[src/include/gog_pkg.sv]
// constants and types shared by the gain, offset and output guard block
package gog_pkg;
	// datapath widths
	localparam int DATA_W = 16;
	localparam int GAIN_W = 6;
	localparam int GAIN_FRAC = 5;
	localparam int STEP_SHIFT = 1;
	localparam int CHANNELS = 2;
	localparam int CH_I = 0;
	localparam int CH_Q = 1;

	// gain steps every four converter cycles
	localparam int STEP_CYCLES = 4;

	// register offsets
	localparam logic [7:0] ADDR_Q_OFS_LO = 8'h3d;
	localparam logic [7:0] ADDR_Q_OFS_HI = 8'h3e;
	localparam logic [7:0] ADDR_I_GAIN = 8'h3f;
	localparam logic [7:0] ADDR_Q_GAIN = 8'h40;
	localparam logic [7:0] ADDR_UP_STEP = 8'h41;
	localparam logic [7:0] ADDR_DN_STEP = 8'h42;
	localparam logic [7:0] ADDR_TX_CTL = 8'h43;
	localparam logic [7:0] ADDR_PROT_CTL = 8'h44;

	// values after reset
	localparam logic [7:0] RST_Q_OFS_LO = 8'h00;
	localparam logic [7:0] RST_Q_OFS_HI = 8'h00;
	localparam logic [5:0] RST_GAIN = 6'h20;
	localparam logic [5:0] RST_UP_STEP = 6'h01;
	localparam logic [5:0] RST_DN_STEP = 6'h01;
	localparam logic [2:0] RST_TX_CTL = 3'h7;
	localparam logic [7:0] RST_PROT_CTL = 8'h8f;
	localparam logic [7:0] PROT_MASK = 8'h8f;

	// field positions
	localparam int DN_STATUS_BIT = 7;
	localparam int DN_RESTORE_BIT = 6;
	localparam int TX_RAMP_BIT = 2;
	localparam int TX_SLEEP_BIT = 1;
	localparam int TX_PD_BIT = 0;
	localparam int PROT_MASTER_BIT = 7;
	localparam int PROT_WARN_BIT = 3;
	localparam int PROT_OVER_BIT = 2;
	localparam int PROT_ERR_BIT = 0;

	// output state, gray along on -> gated -> tripped
	typedef enum logic [1:0] {
		ST_ON = 2'b00,
		ST_TX_OFF = 2'b01,
		ST_AUTO_OFF = 2'b11
	} out_state_t;
endpackage

[src/include/ramp_ctl_if.sv]
// shared ramp control from the guard to the per-channel gain ramps
`timescale 1ns/1ns
interface ramp_ctl_if #(parameter int GAIN_W = 6);
	logic tick;
	logic want_on;
	logic ramp_en;
	logic [GAIN_W-1:0] up_step;
	logic [GAIN_W-1:0] dn_step;
	modport ctl(output tick, want_on, ramp_en, up_step, dn_step);
	modport ramp(input tick, want_on, ramp_en, up_step, dn_step);
endinterface

[src/verilog/gain_ramp.sv]
// working gain of one channel, ramped toward target or zero
`timescale 1ns/1ns
module gain_ramp #(
	parameter int GAIN_W = gog_pkg::GAIN_W
) (
	// clock and reset
	input wire logic i_clk,
	input wire logic i_rst,
	// shared ramp control
	ramp_ctl_if.ramp ctl,
	// programmed gain and working gain
	input wire logic [GAIN_W-1:0] i_target,
	output logic [GAIN_W-1:0] o_gain,
	output logic o_at_zero
);
	import gog_pkg::*;

	localparam int WIDE = GAIN_W + 2;

	logic [GAIN_W-1:0] gain_r;
	logic [GAIN_W-1:0] gain_nxt;
	logic [WIDE-1:0] cur_w;
	logic [WIDE-1:0] tgt_w;
	logic [WIDE-1:0] up_amt;
	logic [WIDE-1:0] dn_amt;
	logic [WIDE-1:0] sum_up;
	logic [WIDE-1:0] diff_dn;

	assign cur_w = WIDE'(gain_r);
	assign tgt_w = WIDE'(i_target);
	// steps count in sixteenths, gain in thirty-seconds
	assign up_amt = WIDE'(ctl.up_step) << STEP_SHIFT;
	assign dn_amt = WIDE'(ctl.dn_step) << STEP_SHIFT;
	assign sum_up = cur_w + up_amt;
	assign diff_dn = cur_w - dn_amt;

	always_comb begin
		gain_nxt = gain_r;
		if (!ctl.ramp_en) begin
			gain_nxt = ctl.want_on ? i_target : '0;
		end else if (ctl.want_on) begin
			if (cur_w > tgt_w) begin
				gain_nxt = i_target;
			end else if (ctl.tick) begin
				gain_nxt = (sum_up >= tgt_w) ? i_target : sum_up[GAIN_W-1:0];
			end
		end else if (ctl.tick) begin
			gain_nxt = (cur_w <= dn_amt) ? '0 : diff_dn[GAIN_W-1:0];
		end
	end

	always_ff @(posedge i_clk) begin
		if (i_rst) begin
			gain_r <= '0;
		end else begin
			gain_r <= gain_nxt;
		end
	end

	assign o_gain = gain_r;
	assign o_at_zero = (gain_r == '0);

	property p_up_hold;
		@(posedge i_clk) disable iff (i_rst)
		ctl.ramp_en && ctl.want_on && !ctl.tick && (cur_w <= tgt_w) |=> gain_r == $past(gain_r);
	endproperty
	a_up_hold: assert property (p_up_hold) else $error("gain moved between steps");

	property p_up_step;
		@(posedge i_clk) disable iff (i_rst)
		ctl.ramp_en && ctl.want_on && ctl.tick && (sum_up < tgt_w) |=> WIDE'(gain_r) == $past(sum_up);
	endproperty
	a_up_step: assert property (p_up_step) else $error("up step amount wrong");

	property p_down_step;
		@(posedge i_clk) disable iff (i_rst)
		ctl.ramp_en && !ctl.want_on && ctl.tick && (gain_r != '0) |=> gain_r < $past(gain_r);
	endproperty
	a_down_step: assert property (p_down_step) else $error("down ramp did not decrease");

	property p_snap;
		@(posedge i_clk) disable iff (i_rst)
		!ctl.ramp_en |=> gain_r == ($past(ctl.want_on) ? $past(i_target) : '0);
	endproperty
	a_snap: assert property (p_snap) else $error("gain did not snap without ramping");
endmodule

[src/verilog/sample_scale.sv]
// one channel: gain multiply, dc offset add, saturate, register
`timescale 1ns/1ns
module sample_scale #(
	parameter int DATA_W = gog_pkg::DATA_W,
	parameter int GAIN_W = gog_pkg::GAIN_W
) (
	// clock and reset
	input wire logic i_clk,
	input wire logic i_rst,
	// input sample, gain and offset
	input wire logic i_valid,
	input wire logic signed [DATA_W-1:0] i_sample,
	input wire logic [GAIN_W-1:0] i_gain,
	input wire logic signed [DATA_W-1:0] i_offset,
	// scaled sample
	output logic o_valid,
	output logic signed [DATA_W-1:0] o_sample
);
	import gog_pkg::*;

	localparam int PROD_W = DATA_W + GAIN_W + 1;
	localparam int ACC_W = PROD_W + 1;
	localparam logic signed [ACC_W-1:0] SAT_HI = ACC_W'((2 ** (DATA_W - 1)) - 1);
	localparam logic signed [ACC_W-1:0] SAT_LO = ACC_W'(-(2 ** (DATA_W - 1)));

	logic signed [PROD_W-1:0] prod;
	logic signed [ACC_W-1:0] acc;
	logic signed [DATA_W-1:0] sat;

	always_comb begin
		prod = PROD_W'(i_sample) * PROD_W'($signed({1'b0, i_gain}));
		acc = ACC_W'(prod >>> GAIN_FRAC) + ACC_W'(i_offset);
		if (acc > SAT_HI) begin
			sat = SAT_HI[DATA_W-1:0];
		end else if (acc < SAT_LO) begin
			sat = SAT_LO[DATA_W-1:0];
		end else begin
			sat = acc[DATA_W-1:0];
		end
	end

	always_ff @(posedge i_clk) begin
		if (i_rst) begin
			o_valid <= 1'b0;
			o_sample <= '0;
		end else begin
			o_valid <= i_valid;
			if (i_valid) begin
				o_sample <= sat;
			end
		end
	end

	property p_unity;
		@(posedge i_clk) disable iff (i_rst)
		i_valid && (i_gain == RST_GAIN) && (i_offset == '0) |=> o_sample == $past(i_sample);
	endproperty
	a_unity: assert property (p_unity) else $error("unity gain altered sample");
endmodule

[src/verilog/gain_offset_output_guard.sv]
// gain, q offset, gain ramping and automatic output shutdown for a dual converter
//
// Summary of operation
// - add 16-bit dc offset to Q samples
// - I gain six bits, unity at 0x20
// - Q gain six bits, unity at 0x20
// - ramp up every four cycles to target
// - ramp down every four cycles to zero
// - down-step bit 7 reads output off
// - down-step bit 6 write restores output
// - ramp enable makes transmit gate ramp
// - sleep while transmit gate low if enabled
// - power down while gate low if enabled
// - master bit enables all protection bits
// - queue warning cuts output when enabled
// - over-power cuts output when enabled
// - queue error or warning cuts output
`timescale 1ns/1ns
module gain_offset_output_guard (
	// clock and reset
	input wire logic i_clk,
	input wire logic i_rst,
	// register port
	input wire logic i_reg_wr,
	input wire logic i_reg_rd,
	input wire logic [7:0] i_reg_addr,
	input wire logic [7:0] i_reg_wdata,
	output logic [7:0] o_reg_rdata,
	output logic o_reg_rvalid,
	// transmit gate and protection events
	input wire logic i_transmit_gate_pin,
	input wire logic i_fifo_warning,
	input wire logic i_fifo_error,
	input wire logic i_over_power,
	// samples from the interpolation path
	input wire logic i_sample_valid,
	input wire logic signed [gog_pkg::DATA_W-1:0] i_i_sample,
	input wire logic signed [gog_pkg::DATA_W-1:0] i_q_sample,
	// samples to the converters
	output logic o_sample_valid,
	output logic signed [gog_pkg::DATA_W-1:0] o_i_sample,
	output logic signed [gog_pkg::DATA_W-1:0] o_q_sample,
	// output and power status
	output logic o_output_off,
	output logic o_output_muted,
	output logic o_sleep,
	output logic o_powerdown
);
	import gog_pkg::*;

	localparam int TICK_W = $clog2(STEP_CYCLES);
	localparam logic [TICK_W-1:0] TICK_LAST = TICK_W'(STEP_CYCLES - 1);

	// register storage
	logic [7:0] q_offset_low_r;
	logic [7:0] q_offset_high_r;
	logic [GAIN_W-1:0] i_gain_trim_r;
	logic [GAIN_W-1:0] q_gain_trim_r;
	logic [GAIN_W-1:0] ramp_up_step_r;
	logic [GAIN_W-1:0] ramp_down_step_r;
	logic [2:0] tx_gate_control_r;
	logic [7:0] output_protect_control_r;

	// control state
	out_state_t state_r;
	out_state_t state_nxt;
	logic tx_prev_r;
	logic [TICK_W-1:0] tick_cnt_r;
	logic tick;
	logic tx_rise;
	logic restore;
	logic trip;
	logic wr_dn;
	logic [7:0] rd_mux;

	// per-channel wiring
	logic [GAIN_W-1:0] target [CHANNELS];
	logic [GAIN_W-1:0] work_gain [CHANNELS];
	logic [CHANNELS-1:0] at_zero;
	logic signed [DATA_W-1:0] in_smp [CHANNELS];
	logic signed [DATA_W-1:0] ofs [CHANNELS];
	logic signed [DATA_W-1:0] out_smp [CHANNELS];
	logic [CHANNELS-1:0] out_valid;

	ramp_ctl_if #(.GAIN_W(GAIN_W)) ramp_bus ();

	// register writes
	always_ff @(posedge i_clk) begin
		if (i_rst) begin
			q_offset_low_r <= RST_Q_OFS_LO;
			q_offset_high_r <= RST_Q_OFS_HI;
		end else if (i_reg_wr && i_reg_addr == ADDR_Q_OFS_LO) begin
			q_offset_low_r <= i_reg_wdata;
		end else if (i_reg_wr && i_reg_addr == ADDR_Q_OFS_HI) begin
			q_offset_high_r <= i_reg_wdata;
		end
	end

	always_ff @(posedge i_clk) begin
		if (i_rst) begin
			i_gain_trim_r <= RST_GAIN;
			q_gain_trim_r <= RST_GAIN;
		end else if (i_reg_wr && i_reg_addr == ADDR_I_GAIN) begin
			i_gain_trim_r <= i_reg_wdata[GAIN_W-1:0];
		end else if (i_reg_wr && i_reg_addr == ADDR_Q_GAIN) begin
			q_gain_trim_r <= i_reg_wdata[GAIN_W-1:0];
		end
	end

	assign wr_dn = i_reg_wr && (i_reg_addr == ADDR_DN_STEP);

	always_ff @(posedge i_clk) begin
		if (i_rst) begin
			ramp_up_step_r <= RST_UP_STEP;
			ramp_down_step_r <= RST_DN_STEP;
		end else if (i_reg_wr && i_reg_addr == ADDR_UP_STEP) begin
			ramp_up_step_r <= i_reg_wdata[GAIN_W-1:0];
		end else if (wr_dn) begin
			ramp_down_step_r <= i_reg_wdata[GAIN_W-1:0];
		end
	end

	always_ff @(posedge i_clk) begin
		if (i_rst) begin
			tx_gate_control_r <= RST_TX_CTL;
			output_protect_control_r <= RST_PROT_CTL;
		end else if (i_reg_wr && i_reg_addr == ADDR_TX_CTL) begin
			tx_gate_control_r <= i_reg_wdata[2:0];
		end else if (i_reg_wr && i_reg_addr == ADDR_PROT_CTL) begin
			output_protect_control_r <= i_reg_wdata & PROT_MASK;
		end
	end

	// restore is a write strobe only, so the bit always reads back zero
	assign restore = wr_dn && i_reg_wdata[DN_RESTORE_BIT];

	// register reads
	always_comb begin
		rd_mux = 8'h00;
		unique case (i_reg_addr)
			ADDR_Q_OFS_LO: rd_mux = q_offset_low_r;
			ADDR_Q_OFS_HI: rd_mux = q_offset_high_r;
			ADDR_I_GAIN: rd_mux = 8'(i_gain_trim_r);
			ADDR_Q_GAIN: rd_mux = 8'(q_gain_trim_r);
			ADDR_UP_STEP: rd_mux = 8'(ramp_up_step_r);
			ADDR_DN_STEP: rd_mux = {state_r != ST_ON, 1'b0, ramp_down_step_r};
			ADDR_TX_CTL: rd_mux = 8'(tx_gate_control_r);
			ADDR_PROT_CTL: rd_mux = output_protect_control_r;
			default: rd_mux = 8'h00;
		endcase
	end

	always_ff @(posedge i_clk) begin
		if (i_rst) begin
			o_reg_rdata <= 8'h00;
			o_reg_rvalid <= 1'b0;
		end else begin
			o_reg_rvalid <= i_reg_rd;
			if (i_reg_rd) begin
				o_reg_rdata <= rd_mux;
			end
		end
	end

	// step tick every four cycles
	always_ff @(posedge i_clk) begin
		if (i_rst) begin
			tick_cnt_r <= '0;
		end else begin
			tick_cnt_r <= tick ? '0 : tick_cnt_r + 1'b1;
		end
	end

	assign tick = (tick_cnt_r == TICK_LAST);

	// transmit gate edge
	always_ff @(posedge i_clk) begin
		if (i_rst) begin
			tx_prev_r <= 1'b0;
		end else begin
			tx_prev_r <= i_transmit_gate_pin;
		end
	end

	assign tx_rise = i_transmit_gate_pin && !tx_prev_r;

	// protection trip, all gated by the master bit
	assign trip = output_protect_control_r[PROT_MASTER_BIT] && (
		(output_protect_control_r[PROT_WARN_BIT] && i_fifo_warning) ||
		(output_protect_control_r[PROT_OVER_BIT] && i_over_power) ||
		(output_protect_control_r[PROT_ERR_BIT] && (i_fifo_error || i_fifo_warning)));

	// output state, trip beats restore in the same cycle
	always_comb begin
		state_nxt = state_r;
		unique case (state_r)
			ST_ON: begin
				if (trip) begin
					state_nxt = ST_AUTO_OFF;
				end else if (!i_transmit_gate_pin) begin
					state_nxt = ST_TX_OFF;
				end
			end
			ST_TX_OFF: begin
				if (trip) begin
					state_nxt = ST_AUTO_OFF;
				end else if (i_transmit_gate_pin || restore) begin
					state_nxt = i_transmit_gate_pin ? ST_ON : ST_TX_OFF;
				end
			end
			ST_AUTO_OFF: begin
				if (!trip && (restore || tx_rise)) begin
					state_nxt = ST_ON;
				end
			end
			default: state_nxt = ST_AUTO_OFF;
		endcase
	end

	always_ff @(posedge i_clk) begin
		if (i_rst) begin
			state_r <= ST_TX_OFF;
		end else begin
			state_r <= state_nxt;
		end
	end

	// sleep and power-down follow the gate pin
	always_ff @(posedge i_clk) begin
		if (i_rst) begin
			o_sleep <= 1'b0;
			o_powerdown <= 1'b0;
		end else begin
			o_sleep <= tx_gate_control_r[TX_SLEEP_BIT] && !i_transmit_gate_pin;
			o_powerdown <= tx_gate_control_r[TX_PD_BIT] && !i_transmit_gate_pin;
		end
	end

	// shared ramp control, shutdowns reuse the down ramp
	assign ramp_bus.tick = tick;
	assign ramp_bus.want_on = (state_r == ST_ON);
	assign ramp_bus.ramp_en = tx_gate_control_r[TX_RAMP_BIT];
	assign ramp_bus.up_step = ramp_up_step_r;
	assign ramp_bus.dn_step = ramp_down_step_r;

	assign target[CH_I] = i_gain_trim_r;
	assign target[CH_Q] = q_gain_trim_r;
	assign in_smp[CH_I] = i_i_sample;
	assign in_smp[CH_Q] = i_q_sample;
	assign ofs[CH_I] = '0;
	assign ofs[CH_Q] = {q_offset_high_r, q_offset_low_r};

	for (genvar ch = 0; ch < CHANNELS; ch++) begin : g_ch
		gain_ramp #(.GAIN_W(GAIN_W)) u_ramp (
			.i_clk(i_clk),
			.i_rst(i_rst),
			.ctl(ramp_bus),
			.i_target(target[ch]),
			.o_gain(work_gain[ch]),
			.o_at_zero(at_zero[ch])
		);
		sample_scale #(.DATA_W(DATA_W), .GAIN_W(GAIN_W)) u_scale (
			.i_clk(i_clk),
			.i_rst(i_rst),
			.i_valid(i_sample_valid),
			.i_sample(in_smp[ch]),
			.i_gain(work_gain[ch]),
			.i_offset(ofs[ch]),
			.o_valid(out_valid[ch]),
			.o_sample(out_smp[ch])
		);
	end

	assign o_sample_valid = &out_valid;
	assign o_i_sample = out_smp[CH_I];
	assign o_q_sample = out_smp[CH_Q];
	assign o_output_off = (state_r != ST_ON);
	assign o_output_muted = &at_zero;

	property p_tick_period;
		@(posedge i_clk) disable iff (i_rst)
		tick |=> !tick [*3] ##1 tick;
	endproperty
	a_tick_period: assert property (p_tick_period) else $error("step tick not every four cycles");

	property p_status_read;
		@(posedge i_clk) disable iff (i_rst)
		i_reg_rd && (i_reg_addr == ADDR_DN_STEP) |=> o_reg_rdata[DN_STATUS_BIT] == $past(state_r != ST_ON)
			&& !o_reg_rdata[DN_RESTORE_BIT];
	endproperty
	a_status_read: assert property (p_status_read) else $error("output status read wrong");

	property p_restore;
		@(posedge i_clk) disable iff (i_rst)
		(state_r == ST_AUTO_OFF) && restore && !trip |=> state_r == ST_ON;
	endproperty
	a_restore: assert property (p_restore) else $error("restore did not turn output on");

	property p_sleep;
		@(posedge i_clk) disable iff (i_rst)
		tx_gate_control_r[TX_SLEEP_BIT] && !i_transmit_gate_pin |=> o_sleep;
	endproperty
	a_sleep: assert property (p_sleep) else $error("sleep not entered with gate low");

	property p_powerdown;
		@(posedge i_clk) disable iff (i_rst)
		!tx_gate_control_r[TX_PD_BIT] || i_transmit_gate_pin |=> !o_powerdown;
	endproperty
	a_powerdown: assert property (p_powerdown) else $error("power down without cause");

	property p_master;
		@(posedge i_clk) disable iff (i_rst)
		!output_protect_control_r[PROT_MASTER_BIT] && (state_r == ST_ON) && i_transmit_gate_pin
			|=> state_r == ST_ON;
	endproperty
	a_master: assert property (p_master) else $error("protection acted with master off");

	property p_warn_cut;
		@(posedge i_clk) disable iff (i_rst)
		output_protect_control_r[PROT_MASTER_BIT] && output_protect_control_r[PROT_WARN_BIT] && i_fifo_warning
			|=> state_r == ST_AUTO_OFF;
	endproperty
	a_warn_cut: assert property (p_warn_cut) else $error("warning did not cut output");

	property p_over_cut;
		@(posedge i_clk) disable iff (i_rst)
		output_protect_control_r[PROT_MASTER_BIT] && output_protect_control_r[PROT_OVER_BIT] && i_over_power
			|=> state_r == ST_AUTO_OFF;
	endproperty
	a_over_cut: assert property (p_over_cut) else $error("over-power did not cut output");

	property p_err_cut;
		@(posedge i_clk) disable iff (i_rst)
		output_protect_control_r[PROT_MASTER_BIT] && output_protect_control_r[PROT_ERR_BIT] && i_fifo_error
			|=> state_r == ST_AUTO_OFF;
	endproperty
	a_err_cut: assert property (p_err_cut) else $error("queue error did not cut output");

	property p_hold_off;
		@(posedge i_clk) disable iff (i_rst)
		(state_r == ST_AUTO_OFF) && !restore && !tx_rise |=> state_r == ST_AUTO_OFF;
	endproperty
	a_hold_off: assert property (p_hold_off) else $error("output left cutoff on its own");
endmodule

[config.mk]
export PLATFORM = sky130hd
export DESIGN_NAME = gain_offset_output_guard
export DESIGN_NICKNAME = d
export VERILOG_FILES = /design/src/include/gog_pkg.sv /design/src/include/ramp_ctl_if.sv /design/src/verilog/gain_ramp.sv /design/src/verilog/sample_scale.sv /design/src/verilog/gain_offset_output_guard.sv
export SDC_FILE = /design/constraint.sdc
export NUM_CORES = 1
export LEC_CHECK = 0
export BUFFER_PORTS_ARGS = -buffer_cell sky130_fd_sc_hd__buf_2
export CAP_MARGIN = 0
export CORE_MARGIN = 2
export CORE_UTILIZATION = 50
export DETAILED_ROUTE_END_ITERATION = 12
export GPL_ROUTABILITY_DRIVEN = 0
export GPL_TIMING_DRIVEN = 0
export PLACE_DENSITY = 0.68
export SLEW_MARGIN = 20
export SYNTH_ARGS = -nofsm -noshare
export SYNTH_HDL_FRONTEND = slang
export SYNTH_HIERARCHICAL = 1
export SYNTH_SLANG_ARGS = --single-unit
export TNS_END_PERCENT = 20
[constraint.sdc]
create_clock -name i_clk -period 15.97 [get_ports i_clk]
set_clock_uncertainty 0.1 [all_clocks]
set_input_delay 0.7985 -clock i_clk [delete_from_list [all_inputs] [get_ports i_clk]]
set_output_delay 0.7985 -clock i_clk [all_outputs]
set_load 0.03 [all_outputs]
=== Yosys cells after proc, flatten, opt, wreduce, memory -nomap -nowiden ===
Cells that the tools add are included.
Widths: inputs -> output; s select.

* Equality and inequality tests: 17
* Shift-type cells: 0
* $mul: 2
* Muxes and demuxes: 28
* Bitwise logic cells: 4
* Reduce and logical (&&, ||, !) cells: 38
* $lt $le $gt $ge: 10
* Div/mod/pow operators: 0
* Add/subtract/negate cells: 6

{| class="wikitable"
|+ Operators with widths
! operator !! count
|-
| $mux 6 || 16
|-
| $mux 16 || 4
|-
| $pmux 8 s8 || 1
|-
| $mul 16x7->23 || 2
|-
| $eq 8x7->1 const B || 5
|-
| $eq 8x6->1 const B || 3
|-
| $gt 24x16->1 const B || 1
|-
| $lt 24x16->1 const B || 1
|-
| $add 18x16->19 || 1
|-
| $gt 18x16->1 const B || 1
|-
| $lt 18x16->1 const B || 1
|-
| $logic_and 1x1->1 || 17
|-
| $add 6x7->8 || 2
|-
| $ge 8x6->1 || 2
|-
| $le 6x7->1 || 2
|-
| $reduce_and 2->1 || 7
|-
| $gt 6x6->1 || 2
|-
| $logic_not 6->1 || 2
|-
| $sub 6x6->6 || 2
|-
| $mux 2 || 5
|-
| $ne 3x1->1 const B || 3
|-
| $ne 3x3->1 const B || 2
|-
| $pmux 2 s3 || 1
|-
| $logic_or 1x1->1 || 5
|-
| other kinds (11) || 17
|}

* Word-level logic and storage cells: 125
* Input bits: 57
* Output and inout bits: 46
* Memories kept: 0
* Flip-flop bits (word level): 109
* Memory bits (writable): 0
* ROM bits: 0
* Latch bits: 0

=== Depth between registers and ports, before layout ===
Gate-level depths: netlist of run 1.

* Depth in word-level cells: 8
* Depth in mapped cells: 30
* Gate-level depth less buffers: 27

=== Hierarchy ===
The synthesis of run 1 kept the hierarchy.

{| class="wikitable"
|+ By module, submodules not included
! module !! cells an instance !! area an instance (µm²) !! instances !! sequential area each (µm²)
|-
| sample_scale at g_ch[0].u_scale || 568 || 4889.7 || 1 || 340.3
|-
| sample_scale at g_ch[1].u_scale || 554 || 4873.4 || 1 || 340.3
|-
| gain_offset_output_guard || 320 || 2987.9 || 1 || 1281.2
|-
| gain_ramp || 137 || 1108.6 || 2 || 120.1
|}

=== Worst setup path after synthesis of run 1 ===
OpenSTA, ideal clock, no wires.

* Path kind: in2reg
* Start: in i_q_sample[7] in the netlist's numbering
* End: reg g_ch[1].u_scale.o_sample[5]
* Path buffers: 2
* Library setup time: 0.081 ns
* Data arrival time: 6.627 ns
* Stages: 27
* Setup slack: 9.162 ns
* Cell sequence: and2_1 fa_1 fa_1 fa_1 inv_1 fa_1 inv_1 ha_1 o21a_1 o2111a_1 o2bb2ai_1 a2111oi_0 or2_2 o21bai_1 a21oi_1 xnor2_1 ha_1 clkbuf_1 a21oi_1 o21ai_1 o21ai_0 o31ai_1 a211o_1 nor4_4 buf_6 o21ai_1 a211oi_2

* Longest elaborated chain between the ends: 5

{| class="wikitable"
|+ RTL lines
! what !! RTL line !! text
|-
| from (decl) || gain_offset_output_guard.sv:38 || <nowiki>input wire logic signed [gog_pkg::DATA_W-1:0] i_q_sample,</nowiki>
|-
| $mul 16x7->23 (*) || sample_scale.sv:31 || <nowiki>prod = PROD_W'(i_sample) * PROD_W'($signed({1'b0, i_gain}));</nowiki>
|-
| $add 18x16->19 (*) || sample_scale.sv:32 || <nowiki>acc = ACC_W'(prod >>> GAIN_FRAC) + ACC_W'(i_offset);</nowiki>
|-
| $lt 24x16->1 || sample_scale.sv:35 || <nowiki>end else if (acc < SAT_LO) begin</nowiki>
|-
| $mux 16 || sample_scale.sv:35 ||
|-
| $mux 16 (*) || sample_scale.sv:33 || <nowiki>if (acc > SAT_HI) begin</nowiki>
|-
| to (signal assigned) || sample_scale.sv:49 || <nowiki>o_sample <= sat;</nowiki>
|-
| to (decl) || sample_scale.sv:17 || <nowiki>output logic signed [DATA_W-1:0] o_sample</nowiki>
|}

Every way passes the cells marked *; elsewhere a longest branch is shown, timed or not.
A chain may end at the register's enable or synchronous reset.

=== Worst setup path after layout of run 1 ===
* Start: reg g_ch[1].u_ramp.gain_r[2]
* End: reg g_ch[1].u_scale.o_sample[8]

* Longest elaborated chain between the ends: 5

{| class="wikitable"
|+ RTL lines
! what !! RTL line !! text
|-
| from (decl) || gain_ramp.sv:20 || <nowiki>logic [GAIN_W-1:0] gain_r;</nowiki>
|-
| from (signal assigned) || gain_ramp.sv:56 || <nowiki>gain_r <= gain_nxt;</nowiki>
|-
| $mul 16x7->23 (*) || sample_scale.sv:31 ||
|-
| $add 18x16->19 (*) || sample_scale.sv:32 ||
|-
| $lt 24x16->1 || sample_scale.sv:35 ||
|-
| $mux 16 || sample_scale.sv:35 ||
|-
| $mux 16 (*) || sample_scale.sv:33 ||
|}

Marks and branches as above.

==> results.md, run 1 <==
- Status: complete, no violations
- Full die area: 31300 µm²
- Switching Share: 44.0%
- Placement Rows: 63
- Final hold viol count: 0
- Post-CTS setup buffers: 0
- Max Clk Rate: 0.126 GHz
- Num CTS Buffers: 9
- Final Cycle Share: 49.5%
- Clock period minus worst slack: 7.91 ns
- Sequential fraction of the synthesis area: 14.7%
- Sinks on the clock net: 110
- Vias in the first global route: 12488
- # DRC: 0
- Synth Area per Inst: 8.72 µm²
- First-pass GRT wire length: 63000 µm
- EDFF count, synth: 0
- ANT nets after route: 0
- CTS clock-pin slew for the worst setup and hold paths: 0.08 ns
- Worst rel slew slack: 39.8%
- Required @ worst endpoint: 16.15 ns
- Ys flop type: dfxtp_1
- Via count: 12605
- Final setup vio count: 0
- Core area: 29600 µm²
- CTS tree: built
- Worst skew pair latency: 0.36 ns
- DP Area: 16000 µm²
- Final WL: 38700 µm
- Finished Core Util: 55.1%
- Clock power share: 19.0%
- Crit Path Max Fanout: 15
- Max-cap violations: 0
- DIE WIDTH: 177 µm
- Pre-antenna DRT Iters: 6
- Sequential Area: 2200 µm²
- CTS Hold Bufs: 0
- Leak: 7.97 nW
- Comb pwr share: 53.3%
- Post-synth top cells: inv_1 (199), ha_1 (169), and2_1 (163)
- Post-Layout Inst Area: 16300 µm²
- Die height: 177 µm
- CTS Buffer Depth: 2
- RSZ-0062 raised after global routing: false
- Sequential share of power: 27.7%
- Min-delay worst type: flip-flop to flip-flop
- Root Buffer Master: clkbuf_16
- Setup crit start kind: flip-flop
- Setup TNS: 0 ns
- Warning count from the yosys run: 6
- PortBufs: 95
- # IOs: 103
- Cell count after synthesis: 1716
- CTS resizes: 0
- Largest net degree at the start of global routing: 20
- Crit path DAT: 8.09 ns
- Total grt overflow: 0
- Synth Cell Area: 15000 µm²
- Final #Nets: 2205
- Cell taking the most area after synthesis: fa_1
- Yosys top cell area share: 18.5%
- Setup CP Type: flip-flop to flip-flop
- Share of cells above drive strength 1: 10.5%
- Cell internal pwr: 0.000644 W
- VDD IR-drop max: 48.2 µV
- Switch Pwr: 0.000505 W
- Initial Utilization: 50.6%
- Initial antenna violation count: 5
- Setup crit end kind: flip-flop
- Via density: 5.63
- PD cells: 70.5 nW/µm²
- Routed len/inst: 17.3 µm
- Worst-Margin Slew: 0.890 ns
- Max-slew violations: 0
- Flops & latches, synth: 110
- H-tree depth: 3
- GRT Total Usage: 25.2%
- Synthesis-to-finish area growth: 8.90%
- Worst hold slack: 0.341 ns
- Initial DRC Count: 691
- Post-detail-place hpwl: 32000 µm
- Fillers: 2780
- Most common cell in the netlist: inv_1
- Synth top area cells: fa_1 (18%), dfxtp_1 (15%), ha_1 (14%), and2_1 (6.8%), inv_1 (5.0%)
- Post-synth ARST share: 0%
- Area of the multi-input gates: 11900 µm²
- Synth unique cells: 89
## flip-flops by register name (all words and copies together) (netlist names)
name                      flops
g_ch.u_scale/o_sample        32
g_ch.u_ramp/o_gain           12
o_reg_rdata                   8
q_offset_high_r               8
q_offset_low_r                8
i_gain_trim_r                 6
q_gain_trim_r                 6
ramp_bus.dn_step              6
ramp_bus.up_step              6
output_protect_control_r      5
tx_gate_control_r             3
g_ch.u_scale/o_valid          2
state_r                       2
tick_cnt_r                    2
o_powerdown                   1
o_reg_rvalid                  1
o_sleep                       1
tx_prev_r                     1
## power by group through the flow
stage	Combinational (W)	Clock [W]	Sequential, W
3_3_place_gp	0.000592	0	0.000324
3_5_place_dp	0.000602	0	0.000324
6_report	0.000613	0.000219	0.000318
2_1_floorplan	0.000430	0	0.000351
5_1_grt	0.000683	0.000234	0.000320
4_1_cts	0.000607	0.000223	0.000318
## final timing paths
kind	from	endpoint	slack (ns)	depth (start not counted)
max	g_ch[1].u_ramp/o_gain[2]	g_ch[1].u_scale/o_sample[8]	8.06	27
min	tick_cnt_r[0]	tick_cnt_r[0]	0.34	1
max reg2reg	g_ch[1].u_ramp/o_gain[2]	g_ch[1].u_scale/o_sample[8]	8.06	27
min reg2reg	tick_cnt_r[0]	tick_cnt_r[0]	0.34	1
## logic make-up (layout without fill, tap and decap cells)
logic type | count (synthesis) | count (layout) | synth area share [%]
simple gates | 569 | 569 | 20.4
other cells | 1 | 23 | 0.0251
flops | 110 | 110 | 14.7
xor+xnor | 69 | 69 | 4.14
mux | 65 | 65 | 4.35
buf+inv | 251 | 362 | 6.61
fa+ha+maj | 307 | 307 | 32.6
compound gates | 344 | 344 | 17.2
## per-stage QoR
| stage | instances | total power [W] | worst slack, ns |
|---|---|---|---|
| 6_report | 2239 | 0.00115 | 8.06 |
| 4_1_cts | 2236 | 0.00115 | 8.04 |
| 3_3_place_gp | 2220 | 0.000916 | 8.22 |
| 3_5_place_dp | 2220 | 0.000926 | 8.07 |
| 2_1_floorplan | 1735 | 0.000781 | 9.16 |
| 5_1_grt | 2238 | 0.00124 | 7.48 |
## per-layer routing
layer | track usage, % | up-vias | part of all wire, %
met4 | 7.58 | 4 | 2.5
met5 | 0 | - | 0.065
li1 | - | 6130 | -
met3 | 3.97 | 63 | 5.4
met2 | 41.9 | 333 | 47
met1 | 33.8 | 6075 | 45
## worst max-delay path, cell delays in order, from the launching register on
cell	delay [ns]
dfxtp_1	0.75
clkbuf_1	0.43
and2_1	0.22
fa_1	0.45
fa_1	0.52
fa_1	0.49
inv_1	0.05
fa_1	0.47
inv_1	0.05
ha_1	0.31
o21a_1	0.19
o2111a_1	0.22
o2bb2ai_1	0.17
a2111oi_0	0.64
or2_2	0.24
o21bai_1	0.08
a21oi_1	0.18
xnor2_1	0.10
ha_1	0.28
clkbuf_1	0.28
a21oi_1	0.12
o21ai_1	0.25
nor3b_1	0.09
a211o_1	0.36
nor4_4	0.28
buf_6	0.19
o21ai_1	0.08
a211oi_2	0.24
## layout make-up
type / count / area share (%)
clock inverter: 6 / 0.338
antenna: 3 / 0.0461
inverter: 199 / 4.58
multi-input combinational: 1374 / 72.7
tap: 390 / 2.99
timing repair buffer: 95 / 2.92
sequential: 110 / 13.5
clock buffer: 10 / 1.40
buffer: 52 / 1.49
## placed cells by master, fill, tap and decap left out, types with 13 or more instances in the layout
master	n
a21o_1	16
and2_1	163
ha_1	169
a211oi_2	23
clkbuf_1	38
o31ai_1	13
o21a_1	17
inv_1	199
a211oi_1	22
buf_2	103
nor2_1	136
conb_1	20
nand2b_1	13
nand2_1	102
nor3_1	23
nand3_1	28
fa_1	138
o21ai_0	43
a21oi_1	68
mux2i_1	65
nor2b_1	28
o21ai_1	13
dfxtp_1	110
o211ai_1	13
xnor2_1	55
No activity file was read; power rests on OpenSTA's default activity.
==> inputs of run 2 (changes only) <==
==> constraint.sdc (replaced) <==
create_clock -name i_clk -period 8.1 [get_ports i_clk]
set_clock_uncertainty 0.1 [all_clocks]
set_input_delay 0.405 -clock i_clk [delete_from_list [all_inputs] [get_ports i_clk]]
set_output_delay 0.405 -clock i_clk [all_outputs]
set_load 0.03 [all_outputs]
==> run 2 against run 1 <==
Combinational power rose by 96%. Worst setup slack got worse by 7.6 ns. Die area did not move. Global-route usage did not move. First-iteration DRC count fell by 0.14%. Non-clock buffer count fell by 2. Core utilization barely moved. Count of clock-buffer cells in the layout did not move. Hold slack got worse by 0.10 ns. Critical path type unchanged.
==> results.md, run 2 (synthesized netlist as in run 1, its figures left out) <==
- Status: complete, no violations
- Largest net degree at the start of global routing: 20 (unchanged)
- Die height: 177 µm (unchanged)
- Worst skew pair latency: 0.36 ns (about the same)
- Final #Nets: 2203 (-0.091%)
- Global routing usage on met3: 3.97% (unchanged)
- Final WL: 38600 µm (-0.30%)
- Worst rel slew slack: 42.5% (+2.6 points)
- Via density: 5.66 (+0.48%)
- Core area: 29600 µm² (unchanged)
- Max-slew violations: 0 (unchanged)
- Reg with most FFs: g_ch.u_scale/o_sample
- Leak: 7.97 nW (about the same)
- PortBufs: 95 (unchanged)
- VDD IR-drop max: 95.0 µV (+97%)
- Initial DRC Count: 690 (-0.14%)
- Max Clk Rate: 0.130 GHz (+3.0%)
- Worst setup path start: g_ch[0].u_ramp/o_gain[2]
- DIE WIDTH: 177 µm (unchanged)
- Min-delay worst type: input pin to flip-flop
- Routed len/inst: 17.2 µm (-0.16%)
- ANT nets after route: 0 (unchanged)
- Root Buffer Master: clkbuf_16
- GRT Total Usage: 25.2% (unchanged)
- # IOs: 103 (unchanged)
- Synthesis-to-finish area growth: 8.89% (about the same)
- Final Cycle Share: 94.8% (+45 points)
- Via count: 12648 (+0.34%)
- Final hold viol count: 0 (unchanged)
- Share of cells above drive strength 1: 10.8% (+0.34 points)
- Final setup vio count: 0 (unchanged)
- GR Util met1: 33.8% (unchanged)
- Initial antenna violation count: 5 (unchanged)
- Setup CP Type: flip-flop to flip-flop
- Worst Reg-to-Reg Cells: 26 (-3.7%)
- Post-detail-place hpwl: 32000 µm (unchanged)
- CTS Buffer Depth: 2 (unchanged)
- Initial Utilization: 50.6% (unchanged)
- PD cells: 139 nW/µm² (+97%)
- R2R Path End: g_ch[0].u_scale/o_sample[5]
- Max reg flops: 32 (unchanged)
- Worst-Margin Slew: 0.858 ns (-0.0319 ns)
- Most frequent cells in the layout: inv_1 (199), ha_1 (169), and2_1 (163), fa_1 (138), nor2_1 (136)
- # DRC: 0 (unchanged)
- GR peak layer: met2
- Total grt overflow: 0 (unchanged)
- Reg2reg start: g_ch[0].u_ramp/o_gain[2]
- Crit Path Max Fanout: 15 (unchanged)
- Flop-to-flop setup slack: 0.42 ns (-7.64 ns)
- Clock period minus worst slack: 7.68 ns (-0.230 ns)
- H-tree depth: 3 (unchanged)
- Worst hold slack: 0.238 ns (-0.102 ns)
- GR Util met2: 41.9% (unchanged)
- Required @ worst endpoint: 8.21 ns (-7.94 ns)
- Finished Core Util: 55.1% (about the same)
- Setup TNS: 0 ns (unchanged)
- CTS tree: built
- Critical path endpoint: g_ch[0].u_scale/o_sample[5]
- First-pass GRT wire length: 63000 µm (unchanged)
- Commonest non-fill, non-tap cell in the layout: inv_1
- RSZ-0062 raised after global routing: false
- CTS resizes: 0 (unchanged)
- Crit path DAT: 7.79 ns (-0.30 ns)
- Max-cap violations: 0 (unchanged)
- Full die area: 31300 µm² (unchanged)
- Num CTS Buffers: 9 (unchanged)
- Setup crit start kind: flip-flop
- Vias in the first global route: 12488 (unchanged)
- Sinks on the clock net: 110 (unchanged)
- Setup crit end kind: flip-flop
- CTS clock-pin slew for the worst setup and hold paths: 0.08 ns (about the same)
- Post-CTS setup buffers: 0 (unchanged)
- Pre-antenna DRT Iters: 5 (-1)
- Placement Rows: 63 (unchanged)
- CTS Hold Bufs: 0 (unchanged)
[run 2: per-layer routing]
metal | vias to the layer above | part of all wire, %
met5 | - | 0.11
met4 | 6 | 2.5
met3 | 64 | 5.4
met2 | 349 | 47
met1 | 6105 | 45
li1 | 6124 | -
[run 2: where the power goes]
group / switching, W / internal (W) / total, W
sequential: 0.0000456 / 0.000584 / 0.000629
clock: 0.000216 / 0.000215 / 0.000431
combinational: 0.000733 / 0.000471 / 0.00120
[run 2: worst max-delay path, stage by stage (launching register included)]
cell	delay, ns
dfxtp_2	0.55
clkbuf_1	0.41
and2_1	0.23
fa_1	0.45
fa_1	0.49
fa_1	0.56
inv_1	0.06
fa_1	0.55
inv_1	0.05
ha_1	0.34
a21oi_1	0.16
o21ai_0	0.17
a2111oi_2	0.47
o32a_1	0.28
a21oi_1	0.13
nor3_1	0.22
o21bai_1	0.12
xnor2_1	0.21
ha_1	0.24
inv_1	0.08
or4_1	0.49
a2111o_1	0.39
nand2_1	0.15
a31oi_1	0.12
nor2b_4	0.23
buf_6	0.19
a211oi_2	0.08
[run 2: worst min-delay path by stage]
stage	cells after the start	slack, ns	to	from
2_1_floorplan	1	0.31	tick_cnt_r[0]	tick_cnt_r[0]
3_3_place_gp	1	0.32	tick_cnt_r[0]	tick_cnt_r[0]
3_5_place_dp	1	0.33	tick_cnt_r[0]	tick_cnt_r[0]
4_1_cts	2	0.23	o_powerdown	i_transmit_gate_pin
5_1_grt	2	0.23	o_powerdown	i_transmit_gate_pin
6_report	2	0.24	o_powerdown	i_transmit_gate_pin
[run 2: layout make-up]
type | count | area (µm²)
repair buffers | 95 | 475
inverters | 199 | 747
fillers | 2779 | 13300
plain buffers | 50 | 235
clock buffers | 10 | 229
flip-flops and latches | 110 | 2210
diodes | 2 | 5.00
well taps | 390 | 488
clock inverters | 6 | 55.1
multi-input cells | 1374 | 11900
[run 2: stage by stage]
step                      instances  setup WS, ns  cell area (µm²)  total power (W)
final                          2236         0.421            16300          0.00227
after detailed placement       2220         0.195            16000          0.00183
after CTS                      2236         0.172            16300          0.00226
after global placement         2220         0.345            16000          0.00181
after floorplan                1735          1.39            15000          0.00154
after global routing           2236        0.0140            16300          0.00244
==> inputs of run 3 (changes only) <==
--- a/config.mk
+++ b/config.mk
@@ -12,6 +12,7 @@
 export DETAILED_ROUTE_END_ITERATION = 12
 export GPL_ROUTABILITY_DRIVEN = 0
 export GPL_TIMING_DRIVEN = 0
+export MAX_ROUTING_LAYER = met4
 export PLACE_DENSITY = 0.68
 export SLEW_MARGIN = 20
 export SYNTH_ARGS = -nofsm -noshare
==> run 3 against run 2 <==
Core utilization about the same. Sequential power is essentially flat. Maximum frequency is essentially flat. Sequential share of layout area about the same. Critical endpoint unchanged. Largest cell class unchanged.
==> results.md, run 3 (synthesized netlist as in run 1, its figures left out) <==
- # DRC: 0 (unchanged)
- Final setup vio count: 0 (unchanged)
- PD cells: 139 nW/µm² (about the same)
- Post-CTS setup buffers: 0 (unchanged)
- Setup crit start kind: flip-flop
- Reg with most FFs: g_ch.u_scale/o_sample
- Crit path DAT: 7.79 ns (about the same)
- Max Clk Rate: 0.130 GHz (about the same)
- Largest net degree at the start of global routing: 20 (unchanged)
- Core area: 29600 µm² (unchanged)
- First-pass GRT wire length: 63000 µm (about the same)
- Initial DRC Count: 746 (+8.1%)
- Max reg flops: 32 (unchanged)
- Clock period minus worst slack: 7.68 ns (+0.000747 ns)
- ANT nets after route: 0 (unchanged)
- Max-cap violations: 0 (unchanged)
- Initial Utilization: 50.6% (unchanged)
- Overall power: 0.00227 W (about the same)
- VDD IR-drop max: 94.7 µV (-0.34%)
- Num CTS Buffers: 9 (unchanged)
- Status: complete, no violations
- Leak: 7.97 nW (about the same)
- Worst-Margin Slew: 0.922 ns (+0.0634 ns)
- H-tree depth: 3 (unchanged)
- Worst skew pair latency: 0.36 ns (about the same)
- Setup TNS: 0 ns (unchanged)
- Share of cells above drive strength 1: 10.8% (unchanged)
- Root Buffer Master: clkbuf_16
- Final Cycle Share: 94.8% (about the same)
- Full die area: 31300 µm² (unchanged)
- Max-slew violations: 0 (unchanged)
- Final WL: 38600 µm (about the same)
- Post-detail-place hpwl: 32000 µm (unchanged)
- Final #Nets: 2203 (unchanged)
- Sinks on the clock net: 110 (unchanged)
- Reg2reg start: g_ch[0].u_ramp/o_gain[2]
- CTS Buffer Depth: 2 (unchanged)
- Die height: 177 µm (unchanged)
- Pre-antenna DRT Iters: 6 (+1)
- CTS clock-pin slew for the worst setup and hold paths: 0.08 ns (about the same)
- CTS tree: built
- Routed len/inst: 17.2 µm (-0.15%)
- # IOs: 103 (unchanged)
- Synthesis-to-finish area growth: 8.94% (about the same)
- GRT Total Usage: 26.0% (+0.77 points)
- Setup crit end kind: flip-flop
- Via count: 12562 (-0.68%)
- Total grt overflow: 0 (unchanged)
- Final hold viol count: 0 (unchanged)
- Initial antenna violation count: 5 (unchanged)
- Via density: 5.61 (-0.81%)
- Worst setup path start: g_ch[0].u_ramp/o_gain[2]
- Placement Rows: 63 (unchanged)
- Commonest non-fill, non-tap cell in the layout: inv_1
- Min-delay worst type: input pin to flip-flop
- PortBufs: 95 (unchanged)
- Worst Min Path Start: i_transmit_gate_pin
- Worst rel slew slack: 37.7% (-4.8 points)
- Most frequent cells in the layout: inv_1 (199), ha_1 (169), and2_1 (163), fa_1 (138), nor2_1 (136)
- Crit Path Max Fanout: 15 (unchanged)
- DIE WIDTH: 177 µm (unchanged)
- RSZ-0062 raised after global routing: false
- Setup CP Type: flip-flop to flip-flop
- Required @ worst endpoint: 8.21 ns (about the same)
- Vias in the first global route: 12493 (+0.040%)
## run 3: cell types whose count changed in the layout (fill, tap and decap cells not counted)
cell     before  now
diode_2       2    5
## run 3: report_power, final
part | internal [W] | switching [W] | total [W]
Sequential | 0.000584 | 0.0000456 | 0.000629
Clock | 0.000215 | 0.000216 | 0.000431
Combinational | 0.000471 | 0.000733 | 0.00120
## run 3: path summary, 6_finish.rpt
path,end,slack (ns),depth (start not counted)
min reg2reg,tick_cnt_r[0],0.34,1
max,g_ch[0].u_scale/o_sample[5],0.42,26
min,o_powerdown,0.23,2
max reg2reg,g_ch[0].u_scale/o_sample[5],0.42,26
## run 3: metrics by stage
step | cells | worst slack [ns] | area (µm²) | utilization (%) | hold WS, ns
4_1_cts | 2236 | 0.172 | 16300 | 55.1 | 0.232
5_1_grt | 2239 | 0.0127 | 16300 | 55.2 | 0.229
2_1_floorplan | 1735 | 1.39 | 15000 | - | 0.308
6_report | 2239 | 0.421 | 16300 | 55.2 | 0.234
3_3_place_gp | 2220 | 0.345 | 16000 | 54.1 | 0.317
3_5_place_dp | 2220 | 0.195 | 16000 | 54.1 | 0.331
## run 3: what timing repair did
| item | in CTS | in global routing |
|---|---|---|
| hold buffers | 0 | 0 |
| resized for setup | 0 | 7 |
| setup endpoints to repair | 0 | 31 |
| hold endpoints to repair | 0 | 0 |
## run 3: layout make-up
type | instances | area, µm²
fillers | 2779 | 13300
multi-input cells | 1374 | 11900
flip-flops and latches | 110 | 2210
inverters | 199 | 747
well taps | 390 | 488
repair buffers | 95 | 475
plain buffers | 50 | 235
clock buffers | 10 | 229
clock inverters | 6 | 55.1
diodes | 5 | 12.5
## run 3: worst max-delay path, cell delays in order, from the launching register on
cell and delay, ns:
dfxtp_2 0.56, clkbuf_1 0.41, and2_1 0.23, fa_1 0.45
fa_1 0.49, fa_1 0.56, inv_1 0.06, fa_1 0.55
inv_1 0.05, ha_1 0.34, a21oi_1 0.16, o21ai_0 0.17
a2111oi_2 0.47, o32a_1 0.28, a21oi_1 0.12, nor3_1 0.22
o21bai_1 0.12, xnor2_1 0.21, ha_1 0.24, inv_1 0.08
or4_1 0.49, a2111o_1 0.39, nand2_1 0.15, a31oi_1 0.12
nor2b_4 0.22, buf_6 0.19, a211oi_2 0.08
## run 3: metal layers
| layer | vias to the layer above | global-route usage [%] | share of wire (%) |
|---|---|---|---|
| met5 | - | - | 0 |
| met4 | 0 | 7.58 | 2.5 |
| met3 | 57 | 3.91 | 5.4 |
| met2 | 324 | 42.0 | 47 |
| met1 | 6060 | 33.8 | 45 |
| li1 | 6121 | - | - |
